--- src/spd_pkg.sv ---
package spd_pkg;

  // Bus address width: a 16-bit register index shifted left by two.
  localparam int ADDR_W = 18;

  // Register indices; the byte address is four times the index.
  localparam logic [15:0] IDX_SYNC_SEL    = 16'h0036;
  localparam logic [15:0] IDX_PLL_FACTOR  = 16'h0037;
  localparam logic [15:0] IDX_SYSREF_MASK = 16'h003e;
  localparam logic [15:0] DEC_BASE_A      = 16'h5000;
  localparam logic [15:0] DEC_BASE_B      = 16'h5800;
  localparam logic [15:0] IDX_DEC_ENABLE  = 16'h0000;
  localparam logic [15:0] IDX_DEC_RATIO   = 16'h0001;

  localparam logic [ADDR_W-1:0] ADR_SYNC_SEL    = {IDX_SYNC_SEL, 2'b00};
  localparam logic [ADDR_W-1:0] ADR_PLL_FACTOR  = {IDX_PLL_FACTOR, 2'b00};
  localparam logic [ADDR_W-1:0] ADR_SYSREF_MASK = {IDX_SYSREF_MASK, 2'b00};

  // Field positions.
  localparam int SYNC_SEL_BIT    = 6;
  localparam int CLKDIV_MASK_BIT = 6;
  localparam int NCO_MASK_BIT    = 5;
  localparam int DEC_ENABLE_BIT  = 0;
  localparam int PLL_FIELD_W     = 2;
  localparam int RATIO_FIELD_W   = 4;

  // Values after reset.
  localparam logic [7:0] REG_RESET = 8'h00;

  // Serializer PLL codes and the multiplication each selects.
  localparam logic [1:0] PLL_CODE_20X = 2'h0;
  localparam logic [1:0] PLL_CODE_16X = 2'h1;
  localparam logic [1:0] PLL_CODE_40X = 2'h2;
  localparam logic [1:0] PLL_CODE_80X = 2'h3;
  localparam logic [6:0] PLL_MULT_20  = 7'h14;
  localparam logic [6:0] PLL_MULT_16  = 7'h10;
  localparam logic [6:0] PLL_MULT_40  = 7'h28;
  localparam logic [6:0] PLL_MULT_80  = 7'h50;

  // Decimation ratio code that selects divide-by-24.
  localparam logic [3:0] RATIO_CODE_24 = 4'ha;

  typedef struct packed {
    logic       decim_active;
    logic       bypass;
    logic [5:0] ratio;
    logic       ratio_valid;
  } spd_chan_cfg_t;

  typedef struct packed {
    logic clkdiv_reset;
    logic nco_phase_reset;
    logic lmfc_reset;
  } spd_sysref_evt_t;

  function automatic logic [6:0] pll_mult_of(input logic [1:0] code);
    logic [6:0] m;
    m = PLL_MULT_20;
    case (code)
      PLL_CODE_20X: m = PLL_MULT_20;
      PLL_CODE_16X: m = PLL_MULT_16;
      PLL_CODE_40X: m = PLL_MULT_40;
      PLL_CODE_80X: m = PLL_MULT_80;
      default:      m = PLL_MULT_20;
    endcase
    return m;
  endfunction

  // Complex decimation ratio for a code; zero marks an unused code.
  function automatic logic [5:0] ratio_of(input logic [3:0] code);
    logic [5:0] r;
    r = 6'h00;
    case (code)
      4'h0:          r = 6'h04;
      4'h1:          r = 6'h06;
      4'h2:          r = 6'h08;
      4'h3:          r = 6'h09;
      4'h4:          r = 6'h0a;
      4'h5:          r = 6'h0c;
      4'h7:          r = 6'h10;
      4'h8:          r = 6'h12;
      4'h9:          r = 6'h14;
      RATIO_CODE_24: r = 6'h18;
      4'hc:          r = 6'h20;
      default:       r = 6'h00;
    endcase
    return r;
  endfunction

  // Byte address of a decimation page register for channel A (0) or B (1).
  function automatic logic [ADDR_W-1:0] chan_addr(input logic ch, input logic [15:0] idx);
    logic [15:0] full;
    full = (ch ? DEC_BASE_B : DEC_BASE_A) + idx;
    return {full, 2'b00};
  endfunction

endpackage

--- src/spd_decim_chan.sv ---
`timescale 1ns/10ps
module spd_decim_chan (
  // Clock and reset.
  input  wire logic               clk,
  input  wire logic               rst_n,
  // Channel settings.
  input  wire logic               enable,
  input  wire logic [3:0]         ratio_code,
  // Datapath control.
  output spd_pkg::spd_chan_cfg_t  cfg
);
  import spd_pkg::*;

  logic [5:0]    ratio_val;
  spd_chan_cfg_t nxt_cfg;
  spd_chan_cfg_t cfg_ff;

  assign ratio_val            = ratio_of(ratio_code);  // see
  assign nxt_cfg.decim_active = enable;
  assign nxt_cfg.bypass       = ~enable;
  assign nxt_cfg.ratio        = ratio_val;
  assign nxt_cfg.ratio_valid  = (ratio_val != 6'h00);
  assign cfg                  = cfg_ff;

  always_ff @(posedge clk or negedge rst_n) begin
    if (!rst_n) begin
      cfg_ff <= '{decim_active: 1'b0, bypass: 1'b1, ratio: 6'h04, ratio_valid: 1'b1};
    end else begin
      cfg_ff <= nxt_cfg;
    end
  end

  chk_bypass_exclusive: assert property (@(posedge clk) disable iff (!rst_n)
    cfg.bypass == !cfg.decim_active) else $error("bypass and decimation both on or both off");

  chk_enable_follows: assert property (@(posedge clk) disable iff (!rst_n)
    $rose(enable) |=> cfg.decim_active && !cfg.bypass) else $error("decimator not enabled after set");

  chk_ratio_twentyfour: assert property (@(posedge clk) disable iff (!rst_n)
    ratio_code == RATIO_CODE_24 |=> cfg.ratio == 6'h18 && cfg.ratio_valid) else $error("code 1010 not divide-by-24");

  chk_ratio_unused: assert property (@(posedge clk) disable iff (!rst_n)
    (ratio_code == 4'h6 || ratio_code == 4'hb) |=> !cfg.ratio_valid) else $error("unused ratio code reported valid");

  chk_ratio_thirtytwo: assert property (@(posedge clk) disable iff (!rst_n)
    ratio_code == 4'hc |=> cfg.ratio == 6'h20) else $error("code 1100 not divide-by-32");

endmodule

--- src/spd_sync_pll_decim_regs.sv ---
// Chosen here: register access over AHB-Lite.
`timescale 1ns/10ps
// Overview of operation
// Sync select bit 6 set takes sync request from general pin, else differential.
// PLL field 1-0 selects 20X, 16X, 40x or 80x multiplication.
// Software choosing 40x must also program the separate forty_times_enable_field field.
// That forty_times_enable_field field holds 111 for 40x, 000 for 20X or 80X.
// Clock divider resets on each SYSREF rise unless its mask bit 6 set.
// NCO phase and LMFC reset on SYSREF rise unless mask bit 5 set.
// Decimator enable bit 0 clear bypasses the filter; set activates it.
// Ratio field 3-0 selects complex decimation; codes 0110 and 1011 unused.
// Code 1010 selects divide-by-24.
// Decimation page direct addressed: channel A at 5000h, channel B 5800h.
// Reserved bits are written zero by software and have no effect.
module spd_sync_pll_decim_regs (
  // Clock and reset.
  input  wire logic                          clk,
  input  wire logic                          rst_n,
  // AHB-Lite slave.
  input  wire logic                          hsel,
  input  wire logic [31:0]                   haddr,
  input  wire logic [1:0]                    htrans,
  input  wire logic                          hwrite,
  input  wire logic [2:0]                    hsize,
  input  wire logic [31:0]                   hwdata,
  input  wire logic                          hready,
  output logic [31:0]                        hrdata,
  output logic                               hreadyout,
  output logic                               hresp,
  // Sync request sources and selected request.
  input  wire logic                          sync_diff_n,
  input  wire logic                          general_pin_four,
  output logic                               sync_req_n,
  // SYSREF input and the resets it produces.
  input  wire logic                          sysref,
  output spd_pkg::spd_sysref_evt_t           sysref_evt,
  // Serializer PLL multiplication.
  output logic [6:0]                         pll_mult,
  // Per-channel decimation control, index 0 channel A, 1 channel B.
  output spd_pkg::spd_chan_cfg_t [1:0]       chan_cfg
);
  import spd_pkg::*;

  // Register state.
  logic                     single_ended_sync_select_ff;
  logic [PLL_FIELD_W-1:0]   pll_factor_ff;
  logic                     divider_sysref_mask_ff;
  logic                     oscillator_frame_sysref_mask_ff;
  logic [1:0]               decimator_enable_bit_ff;
  logic [RATIO_FIELD_W-1:0] decimation_ratio_field_ff [2];

  // Bus state.
  logic              wr_pend_ff;
  logic [ADDR_W-1:0] wr_addr_ff;
  logic [31:0]       hrdata_ff;
  logic              hreadyout_ff;
  logic              hresp_ff;

  // Outputs held in flops, and the previous SYSREF sample.
  logic            sync_req_n_ff;
  logic            sysref_prev_ff;
  spd_sysref_evt_t sysref_evt_ff;
  logic [6:0]      pll_mult_ff;

  // Next values.
  logic                     nxt_single_ended_sync_select;
  logic [PLL_FIELD_W-1:0]   nxt_pll_factor;
  logic                     nxt_divider_sysref_mask;
  logic                     nxt_oscillator_frame_sysref_mask;
  logic [1:0]               nxt_decimator_enable_bit;
  logic [RATIO_FIELD_W-1:0] nxt_decimation_ratio_field [2];
  logic [31:0]              nxt_hrdata;

  // Bus decode and SYSREF rise detect.
  wire              addr_phase = hsel && htrans[1] && hready;
  wire              rd_req     = addr_phase && !hwrite;
  wire [ADDR_W-1:0] rd_addr    = haddr[ADDR_W-1:0];
  wire              rd_in_map  = (haddr[31:ADDR_W] == '0);
  wire              wr_sync    = wr_pend_ff && (wr_addr_ff == ADR_SYNC_SEL);
  wire              wr_pll     = wr_pend_ff && (wr_addr_ff == ADR_PLL_FACTOR);
  wire              wr_mask    = wr_pend_ff && (wr_addr_ff == ADR_SYSREF_MASK);
  wire              sysref_rise = sysref && !sysref_prev_ff;

  // Writes take effect at the end of the data phase; reserved bits are dropped.
  assign nxt_single_ended_sync_select = wr_sync ? hwdata[SYNC_SEL_BIT] : single_ended_sync_select_ff;
  assign nxt_pll_factor               = wr_pll ? hwdata[PLL_FIELD_W-1:0] : pll_factor_ff;
  assign nxt_divider_sysref_mask      = wr_mask ? hwdata[CLKDIV_MASK_BIT] : divider_sysref_mask_ff;
  assign nxt_oscillator_frame_sysref_mask = wr_mask ? hwdata[NCO_MASK_BIT] : oscillator_frame_sysref_mask_ff;

  for (genvar ch = 0; ch < 2; ch++) begin : g_chan
    wire wr_en    = wr_pend_ff && (wr_addr_ff == chan_addr(1'(ch), IDX_DEC_ENABLE));
    wire wr_ratio = wr_pend_ff && (wr_addr_ff == chan_addr(1'(ch), IDX_DEC_RATIO));
    assign nxt_decimator_enable_bit[ch]   = wr_en ? hwdata[DEC_ENABLE_BIT] : decimator_enable_bit_ff[ch];
    assign nxt_decimation_ratio_field[ch] = wr_ratio ? hwdata[RATIO_FIELD_W-1:0]
                                                     : decimation_ratio_field_ff[ch];
    spd_decim_chan u_chan (
      .clk        (clk),
      .rst_n      (rst_n),
      .enable     (decimator_enable_bit_ff[ch]),
      .ratio_code (decimation_ratio_field_ff[ch]),
      .cfg        (chan_cfg[ch])
    );
  end

  // Read data uses next values so a read right after a write sees the new value.
  always_comb begin
    nxt_hrdata = 32'h0000_0000;
    if (!rd_req || !rd_in_map) begin
      nxt_hrdata = 32'h0000_0000;
    end else if (rd_addr == ADR_SYNC_SEL) begin
      nxt_hrdata[SYNC_SEL_BIT] = nxt_single_ended_sync_select;
    end else if (rd_addr == ADR_PLL_FACTOR) begin
      nxt_hrdata[PLL_FIELD_W-1:0] = nxt_pll_factor;
    end else if (rd_addr == ADR_SYSREF_MASK) begin
      nxt_hrdata[CLKDIV_MASK_BIT] = nxt_divider_sysref_mask;
      nxt_hrdata[NCO_MASK_BIT]    = nxt_oscillator_frame_sysref_mask;
    end else if (rd_addr == chan_addr(1'b0, IDX_DEC_ENABLE)) begin
      nxt_hrdata[DEC_ENABLE_BIT] = nxt_decimator_enable_bit[0];
    end else if (rd_addr == chan_addr(1'b1, IDX_DEC_ENABLE)) begin
      nxt_hrdata[DEC_ENABLE_BIT] = nxt_decimator_enable_bit[1];
    end else if (rd_addr == chan_addr(1'b0, IDX_DEC_RATIO)) begin
      nxt_hrdata[RATIO_FIELD_W-1:0] = nxt_decimation_ratio_field[0];
    end else if (rd_addr == chan_addr(1'b1, IDX_DEC_RATIO)) begin
      nxt_hrdata[RATIO_FIELD_W-1:0] = nxt_decimation_ratio_field[1];
    end
  end

  // Bus slave: zero wait states, always OKAY.
  always_ff @(posedge clk or negedge rst_n) begin
    if (!rst_n) begin
      wr_pend_ff   <= 1'b0;
      wr_addr_ff   <= '0;
      hrdata_ff    <= 32'h0000_0000;
      hreadyout_ff <= 1'b1;
      hresp_ff     <= 1'b0;
    end else begin
      wr_pend_ff   <= addr_phase && hwrite && rd_in_map;
      wr_addr_ff   <= rd_addr;
      hrdata_ff    <= nxt_hrdata;
      hreadyout_ff <= 1'b1;
      hresp_ff     <= 1'b0;
    end
  end

  // Register file.
  always_ff @(posedge clk or negedge rst_n) begin
    if (!rst_n) begin
      single_ended_sync_select_ff     <= REG_RESET[SYNC_SEL_BIT];
      pll_factor_ff                   <= REG_RESET[PLL_FIELD_W-1:0];
      divider_sysref_mask_ff          <= REG_RESET[CLKDIV_MASK_BIT];
      oscillator_frame_sysref_mask_ff <= REG_RESET[NCO_MASK_BIT];
      decimator_enable_bit_ff         <= {2{REG_RESET[DEC_ENABLE_BIT]}};
      decimation_ratio_field_ff[0]    <= REG_RESET[RATIO_FIELD_W-1:0];
      decimation_ratio_field_ff[1]    <= REG_RESET[RATIO_FIELD_W-1:0];
    end else begin
      single_ended_sync_select_ff     <= nxt_single_ended_sync_select;
      pll_factor_ff                   <= nxt_pll_factor;
      divider_sysref_mask_ff          <= nxt_divider_sysref_mask;
      oscillator_frame_sysref_mask_ff <= nxt_oscillator_frame_sysref_mask;
      decimator_enable_bit_ff         <= nxt_decimator_enable_bit;
      decimation_ratio_field_ff[0]    <= nxt_decimation_ratio_field[0];
      decimation_ratio_field_ff[1]    <= nxt_decimation_ratio_field[1];
    end
  end

  // Sync source, SYSREF resets and PLL factor.
  always_ff @(posedge clk or negedge rst_n) begin
    if (!rst_n) begin
      sync_req_n_ff  <= 1'b1;
      sysref_prev_ff <= 1'b0;
      sysref_evt_ff  <= '0;
      pll_mult_ff    <= PLL_MULT_20;
    end else begin
      sync_req_n_ff  <= single_ended_sync_select_ff ? general_pin_four : sync_diff_n;
      sysref_prev_ff <= sysref;
      sysref_evt_ff.clkdiv_reset    <= sysref_rise && !divider_sysref_mask_ff;
      sysref_evt_ff.nco_phase_reset <= sysref_rise && !oscillator_frame_sysref_mask_ff;
      sysref_evt_ff.lmfc_reset      <= sysref_rise && !oscillator_frame_sysref_mask_ff;
      pll_mult_ff    <= pll_mult_of(pll_factor_ff);
    end
  end

  assign hrdata     = hrdata_ff;
  assign hreadyout  = hreadyout_ff;
  assign hresp      = hresp_ff;
  assign sync_req_n = sync_req_n_ff;
  assign sysref_evt = sysref_evt_ff;
  assign pll_mult   = pll_mult_ff;

  chk_sync_single_ended: assert property (@(posedge clk) disable iff (!rst_n)
    single_ended_sync_select_ff |=> sync_req_n == $past(general_pin_four)) else $error("sync not from general pin");

  chk_sync_differential: assert property (@(posedge clk) disable iff (!rst_n)
    !single_ended_sync_select_ff |=> sync_req_n == $past(sync_diff_n)) else $error("sync not from differential input");

  chk_pll_forty: assert property (@(posedge clk) disable iff (!rst_n)
    wr_pll && hwdata[1:0] == PLL_CODE_40X |=> ##1 pll_mult == PLL_MULT_40) else $error("40x code gave wrong factor");

  chk_pll_sixteen: assert property (@(posedge clk) disable iff (!rst_n)
    pll_factor_ff == PLL_CODE_16X |=> pll_mult == PLL_MULT_16) else $error("16X code gave wrong factor");

  chk_clkdiv_sysref: assert property (@(posedge clk) disable iff (!rst_n)
    $rose(sysref) |=> sysref_evt.clkdiv_reset == !$past(divider_sysref_mask_ff)) else $error("divider reset mismatch");

  chk_clkdiv_single: assert property (@(posedge clk) disable iff (!rst_n)
    sysref_evt.clkdiv_reset |=> !sysref_evt.clkdiv_reset) else $error("divider reset longer than one cycle");

  chk_nco_lmfc_pair: assert property (@(posedge clk) disable iff (!rst_n)
    sysref_evt.nco_phase_reset == sysref_evt.lmfc_reset) else $error("NCO and LMFC resets differ");

  chk_nco_masked: assert property (@(posedge clk) disable iff (!rst_n)
    oscillator_frame_sysref_mask_ff && $stable(oscillator_frame_sysref_mask_ff) |=> !sysref_evt.nco_phase_reset)
    else $error("masked SYSREF reset the NCO");

  chk_chan_b_enable: assert property (@(posedge clk) disable iff (!rst_n)
    addr_phase && hwrite && rd_in_map && rd_addr == chan_addr(1'b1, IDX_DEC_ENABLE) ##1 hwdata[0]
    |-> ##2 chan_cfg[1].decim_active) else $error("channel B enable write lost");

  chk_reserved_zero: assert property (@(posedge clk) disable iff (!rst_n)
    hrdata[31:8] == 24'h000000 && hresp == 1'b0) else $error("reserved read bits not zero");

  cov_write_then_read: cover property (@(posedge clk) disable iff (!rst_n)
    wr_mask ##2 rd_req && rd_addr == ADR_SYSREF_MASK);
  cov_sysref_reset: cover property (@(posedge clk) disable iff (!rst_n)
    sysref_evt.clkdiv_reset && sysref_evt.nco_phase_reset);
  cov_pll_forty: cover property (@(posedge clk) disable iff (!rst_n) pll_mult == PLL_MULT_40);
  cov_both_channels: cover property (@(posedge clk) disable iff (!rst_n)
    chan_cfg[0].decim_active && chan_cfg[1].decim_active);

endmodule

--- config.mk ---
export PLATFORM = sky130hd
export DESIGN_NAME = spd_sync_pll_decim_regs
export DESIGN_NICKNAME = d
export VERILOG_FILES = /design/src/spd_pkg.sv /design/src/spd_decim_chan.sv /design/src/spd_sync_pll_decim_regs.sv
export SDC_FILE = /design/constraint.sdc
export NUM_CORES = 1
export LEC_CHECK = 0
export ABC_CLOCK_PERIOD_IN_PS = 4800
export BUFFER_PORTS_ARGS = -buffer_cell sky130_fd_sc_hd__buf_2
export CELL_PAD_IN_SITES_DETAIL_PLACEMENT = 0
export CELL_PAD_IN_SITES_GLOBAL_PLACEMENT = 1
export CORE_MARGIN = 5
export CORE_UTILIZATION = 37
export DETAILED_ROUTE_END_ITERATION = 12
export PLACE_DENSITY = 0.95
export RECOVER_POWER = 50
export SLEW_MARGIN = 0
export SYNTH_ARGS = -nofsm -noshare
export SYNTH_HDL_FRONTEND = slang
export SYNTH_SLANG_ARGS = --single-unit
--- constraint.sdc ---
create_clock -name clk -period 4.8 [get_ports clk]
set_input_delay 0 -clock clk [delete_from_list [all_inputs] [get_ports clk]]
set_output_delay 0 -clock clk [all_outputs]
set_load 0.03 [all_outputs]
; After elaboration in Yosys (flattened, before gate mapping)
; Memories as Yosys holds them, arrays and structs flattened.
; Index checks and enable logic that the tools add are counted.
[totals]
out_inout_bits = 63
in_bits = 77
rom_bits = 192
memories = 2
wordCells = 96
reg_bits = 69
[classes]
mux = 26
n_reduce_logical = 26
bitwise = 2
n_eq_ne = 17
[memory_table]
columns = name, depth, word_bits, read_ports, rd_clocked_by_memory_dff, wr, line
row1 = (no name shown), 16, 6, 1, 0, 0, spd_pkg.sv:73  ; case (code)
row2 = (no name shown), 16, 6, 1, 0, 0, spd_pkg.sv:73
[op_table]
columns = op, n
row1 = "18-bit by 17-bit equality test with 1-bit output, second input constant", 8
row2 = "18-bit by 8-bit equality test with 1-bit output, second input constant", 6
row3 = 4-bit 2-to-1 mux, 7
row4 = 7-bit one-hot mux with 4 select lines, 1
row5 = 1-bit logical AND, 15
row6 = 14-bit logical NOT, 1
row7 = 2-bit 2-to-1 mux, 6
row8 = 6-bit nonzero test, 2
row9 = 1-bit 2-to-1 mux, 10
row10 = 1-bit logical NOT, 6
row11 = 3-bit 2-to-1 mux, 2
row12 = "2-bit equality test, second input constant", 2
row13 = "2-bit by 1-bit equality test with 1-bit output, second input constant", 1
row14 = 2-bit logical NOT, 1
row15 = 1-bit NOT, 2
row16 = 1-bit logical OR, 1

; Logic depth before layout (Yosys ltp)
[logic_depth]
ltp_word = 11
ltp_mapped = 7
depth_no_buf = 5

; Modules after synthesis
; A second synthesis with hierarchy kept.
[hier_totals]
hier_cells = 250
hier_area_um2 = 2926.6
[modules_own_cells]
columns = module, area_each_um2, cells_each, instances, seq_area_each_um2
row1 = spd_sync_pll_decim_regs, 2183.3, 184, 1, 1204.9
row2 = spd_decim_chan, 371.6, 33, 2, 229.0

; Worst setup path before layout
; OpenSTA, ideal clock, no wires.
[synth_timing]
path_kind = flip-flop to flip-flop
from = reg wr_addr_ff[1]
to = reg hrdata_ff[6], in the netlist hrdata[6]
required_time_ps = 4668
synth_period_minus_slack_ps = 2073
setup_time_ps = 132
path_slack_ps = 2727
arrival_time_ps = 1941
path_buffers = 1
stages_incl_launch_ff = 7
cell_sequence = dfrtp_1 > or4b_1 > or3_1 > buf_6 > o41a_1 > a211oi_1 > a311oi_1
[synth_via]
elab_chain_cells = 7
word_cells_on_any_way = 10
cone_classes = 2 x eq/ne / 6 x mux / 2 x reduce/logical
[synth_lines]
columns = item, line
row1 = "start, declared", spd_sync_pll_decim_regs.sv:54  ; logic [ADDR_W-1:0] wr_addr_ff;
row2 = "start signal, assigned", spd_sync_pll_decim_regs.sv:138  ; wr_addr_ff <= rd_addr;
row3 = 18-bit by 8-bit equality test with 1-bit output, spd_sync_pll_decim_regs.sv:81  ; wire wr_mask = wr_pend_ff && (wr_addr_ff == ADR_SYSREF_MASK);
row4 = 1-bit logical AND, spd_sync_pll_decim_regs.sv:81
row5 = 1-bit 2-to-1 mux, spd_sync_pll_decim_regs.sv:87  ; assign nxt_divider_sysref_mask = wr_mask ? hwdata[CLKDIV_MASK_BIT] : divider_sysref_mask_ff;
row6 = 2-bit 2-to-1 mux, spd_sync_pll_decim_regs.sv:114  ; end else if (rd_addr == ADR_SYSREF_MASK) begin
row7 = 2-bit 2-to-1 mux, spd_sync_pll_decim_regs.sv:112  ; end else if (rd_addr == ADR_PLL_FACTOR) begin
row8 = 1-bit 2-to-1 mux *, spd_sync_pll_decim_regs.sv:110  ; end else if (rd_addr == ADR_SYNC_SEL) begin
row9 = 2-bit 2-to-1 mux *, spd_sync_pll_decim_regs.sv:108  ; if (!rd_req || !rd_in_map) begin
row10 = via nxt_hrdata[6], spd_sync_pll_decim_regs.sv:72  ; logic [31:0] nxt_hrdata;
row11 = "end signal, assigned", spd_sync_pll_decim_regs.sv:139  ; hrdata_ff <= nxt_hrdata;
row12 = "end, declared", spd_sync_pll_decim_regs.sv:55  ; logic [31:0] hrdata_ff;
; Mark *: on every way through the listed nets, which the timed path passes. The rest lies on a longest branch.

; Worst setup path in the final report
[layout_timing]
from = reg wr_addr_ff[8]
to = reg hrdata_ff[0], in the netlist hrdata[0]
[layout_via]
elab_chain_cells = 11
word_cells_on_any_way = 23
cone_classes = 5 x eq/ne / 13 x mux / 5 x reduce/logical
[layout_lines]
columns = item, line
row1 = 18-bit by 17-bit equality test with 1-bit output, spd_sync_pll_decim_regs.sv:92  ; wire wr_ratio = wr_pend_ff && (wr_addr_ff == chan_addr(1'(ch), IDX_DEC_RATIO));
row2 = 1-bit logical AND, spd_sync_pll_decim_regs.sv:92
row3 = 4-bit 2-to-1 mux, spd_sync_pll_decim_regs.sv:94  ; assign nxt_decimation_ratio_field[ch] = wr_ratio ? hwdata[RATIO_FIELD_W-1:0]
row4 = 4-bit 2-to-1 mux, spd_sync_pll_decim_regs.sv:123  ; end else if (rd_addr == chan_addr(1'b1, IDX_DEC_RATIO)) begin
row5 = 4-bit 2-to-1 mux, spd_sync_pll_decim_regs.sv:121  ; end else if (rd_addr == chan_addr(1'b0, IDX_DEC_RATIO)) begin
row6 = 1-bit 2-to-1 mux, spd_sync_pll_decim_regs.sv:119  ; end else if (rd_addr == chan_addr(1'b1, IDX_DEC_ENABLE)) begin
row7 = 1-bit 2-to-1 mux, spd_sync_pll_decim_regs.sv:117  ; end else if (rd_addr == chan_addr(1'b0, IDX_DEC_ENABLE)) begin
row8 = 4-bit 2-to-1 mux, spd_sync_pll_decim_regs.sv:114
row9 = 2-bit 2-to-1 mux *, spd_sync_pll_decim_regs.sv:112
row10 = 4-bit 2-to-1 mux *, spd_sync_pll_decim_regs.sv:110
row11 = 4-bit 2-to-1 mux *, spd_sync_pll_decim_regs.sv:108
row12 = via nxt_hrdata[0], spd_sync_pll_decim_regs.sv:72
; Marked as above.

==> metrics.md <==
| Metric | Value |
|---|---|
| WL per Instance | `12.82 microns` |
| Core area | `0.007727 sq mm` |
| Max_slew headroom | `47.75%` |
| CTS Hold Buffers Added | `30` |
| # Post-CTS Setup Buffers | `0` |
| Root Driver | `clkbuf_8` |
| TritonCTS Buffers | `9` |
| Count of final hold-check violations | `0` |
| ANT cells | `0` |
| Maximum VDD drop | `0.1203 mV` |
| Critical path start-end classification | `reg -> reg` |
| Placed cell areas | `0.003273 sq mm` |
| Status | `finished, final reports clean` |
| Fmax | `0.4106 GHz` |
| Wirelength, routed | `6126 microns` |
| Worst Tran Pin Value | `0.7837 ns` |
| First-pass GRT wire length | `9818 microns` |
| Area delta synth->final | `26.73%` |
| Worst endpoint data arrival time | `2.63 ns` |
| Final Cell Area | `0.003720 sq mm` |
| Worst EP required | `4.99 ns` |
| Share of post-route cells with drive strength above 1 | `16.22%` |
| Clk slew on worst S/H paths | `0.07 ns` |
| Post-synth EDFFs | `0` |
| Longest Clk Path Bufs | `2` |
| Ys async rst share | `100.0%` |
| Synthesized area per cell | `11.12 sq um` |
| Via density | `4.676` |
| Post-route ant nets | `0` |
| Hold crit path type | `in -> reg` |
| Total power | `1150 uW` |
| Vias in the first global route | `2204` |
| Post-CTS sizing | `0` |
| DR iter-0 viols | `60` |
| R2R Path Start | `wr_addr_ff[8]` |
| Setup TNS | `0 ns` |
| Hold endpoint | `hrdata[0]` |
| Worst hold start | `haddr[29]` |
| Reg-to-Reg End | `hrdata[0]` |
| Die ar. | `0.009815 sq mm` |
| CTS tree | `done` |
| Reg2Reg Depth | `5` |
| Final HPWL from detailed placement | `4538 microns` |
| Nets@finish | `448` |
| Power density over cell area | `309.1 mW/mm^2` |
| #FFs+latches synth | `66` |
| Die H | `99.07 microns` |
| RSZ-0062 raised after global routing | `no` |
| Synth Cell Area | `0.002935 sq mm` |
| Tcrit/Tclk final | `50.74%` |
| Chip width | `99.07 microns` |
| Register area share after synthesis | `56.65%` |
| # IOs | `140` |
| CP max FO | `15` |
| Min Tclk post-route | `2.435 ns` |
| Port bufs | `79` |
| Global Route Usage Sum | `12.67%` |
| Critical path startpoint category | `flop` |
| Largest net degree at the start of global routing | `67` |
| Initial Util | `37.99%` |
| Leakage | `0.001705 uW` |
| CTS H-tree lvls | `3` |
| Routability cong. | `0.8647` |
| Later-pin clock latency in the skew report | `0.34 ns` |
| Placement Rows | `32` |
| TritonCTS sink count | `66` |
| Library cells used by synthesis | `58` |
| Worst path slowest cell | `and4b_1` |
| Cell Chain, Critical Path | `nor4_1, and4b_1, nand2_2, a2111oi_0, o41ai_1` |
| DRT Pass-1 Iters | `4` |
| Clock skew | `0.01100 ns` |
| Ys Warns | `0` |
| Initial antenna violation count | `0` |
| Ys flop type | `dfrtp_1` |
| # DRC | `0` |
| Overflow after GRT | `0` |
| FF-to-FF setup slack | `2.36 ns` |
| Max Slew Vio Count | `0` |
| Final setup fails | `0` |
| Max-cap violation count | `0` |
| WHS Path Cells | `5` |
| Overall via count from detail_route | `2235` |
| Type of destination of the critical path | `flop` |
| Slowest stage delay, CP | `0.59 ns` |
| Syn Inst Count | `264` |
[Yosys cell counts (3+ instances only)]
cell	number	area, sq um
a21oi_1	4	20.02
mux2i_1	3	30.03
and4b_1	3	30.03
inv_1	16	60.06
nand2b_1	5	31.28
a21o_1	5	37.54
a211oi_1	7	52.55
and3_1	5	31.28
dfrtp_1	57	1426
a2111oi_0	3	26.28
o21ai_0	8	40.04
a311oi_1	3	26.28
nand2_1	9	33.78
dfstp_2	9	236.5
nand3_1	11	55.05
nor3_1	6	30.03
nor4_1	10	62.56
clkbuf_1	5	18.77
nor2_1	15	56.30
buf_4	33	247.7
[worst max-delay path, delay by kind of cell, from the launching register on]
kind	cells	cell delay (ns)
flops	1	0.37
simple gates	3	1.26
compound gates	2	0.66
[routing by layer]
metal / vias up / GRT usage (%) / share of wire (%)
met4: 0 / 8.298 / 2.4
met3: 14 / 3.185 / 8.5
met2: 104 / 19.47 / 47
li1: 1086 / - / -
met5: - / 0 / 0
met1: 1031 / 15.77 / 43
[state kept, by name (all words and copies together), names as in the netlist]
register / count
decimator_enable_bit_ff: 2
wr_pend_ff: 1
divider_sysref_mask_ff: 1
decimation_ratio_field_ff: 8
sysref_prev_ff: 1
pll_mult: 4
g_chan.u_chan.cfg: 18
hrdata: 6
oscillator_frame_sysref_mask_ff: 1
single_ended_sync_select_ff: 1
sysref_evt: 2
sync_req_n: 1
wr_addr_ff: 18
pll_factor_ff: 2
[power by group]
group	switching [uW]	internal [uW]	total [uW]	leakage, uW
sequential	5.51	567	573	0.000817
combinational	68.3	34.8	103	0.000781
clock	192	282	474	0.000107
total	266	884	1150	0.00171
[logic make-up (layout without fill, tap and decap cells)]
family	Yosys count	in the layout	synth area share, %
simple gates	85	85	16.84
compound gates	44	44	11.04
buf+inv	58	142	12.19
flops	66	66	56.65
mux	5	5	1.790
xor+xnor	3	3	0.8953
fa+ha+maj	1	1	0.3410
other cells	2	30	0.2558
[worst max-delay path by stage]
stage	startpoint	endpoint	slack, ns	depth (start not counted)
floorplan	wr_addr_ff[1]	hrdata[6]	2.73	6
global placement	wr_addr_ff[1]	hrdata[0]	2.38	5
detailed placement	wr_addr_ff[8]	hrdata[0]	2.37	5
CTS	wr_addr_ff[8]	hrdata[0]	2.34	5
global route	wr_addr_ff[8]	hrdata[0]	2.25	5
finish	wr_addr_ff[8]	hrdata[0]	2.36	5
[layout by cell type, fill, tap and decap left out, types with 4 or more instances in the layout]
| cell type | netlist | final |
|---|---|---|
| dfrtp_1 | 57 | 57 |
| clkbuf_1 | 5 | 51 |
| conb_1 | 2 | 30 |
| dlygate4sd3_1 | 0 | 30 |
| buf_2 | 1 | 30 |
| inv_1 | 16 | 16 |
| nor2_1 | 15 | 15 |
| clkbuf_8 | 0 | 12 |
| nand3_1 | 11 | 11 |
| nor4_1 | 10 | 10 |
| nand2_1 | 9 | 9 |
| dfstp_2 | 9 | 9 |
| o21ai_0 | 8 | 8 |
| a211oi_1 | 7 | 7 |
| nor3_1 | 6 | 6 |
| nand2b_1 | 5 | 5 |
| and3_1 | 5 | 5 |
| a21o_1 | 5 | 5 |
| a21oi_1 | 4 | 4 |
[layout make-up]
type	count	area (sq um)
Fill cell	750	4008
Sequential cell	66	1663
Multi-Input combinational cell	168	1020
Timing Repair Buffer	110	641.9
Clock buffer	14	172.7
Tap cell	102	127.6
Inverter	16	60.06
Clock inverter	2	35.03
[metrics by stage]
step | setup WS, ns | util (%) | instances | hold slack (ns)
finish | 2.365 | 48.14 | 478 | 0.1891
detailed placement | 2.366 | 42.36 | 432 | 0.1228
CTS | 2.343 | 48.93 | 478 | 0.1770
global placement | 2.377 | 42.36 | 432 | 0.1227
global route | 2.250 | 48.14 | 478 | 0.2347
floorplan | 2.727 | - | 292 | -0.2956
No activity file was read; power rests on OpenSTA's default activity.
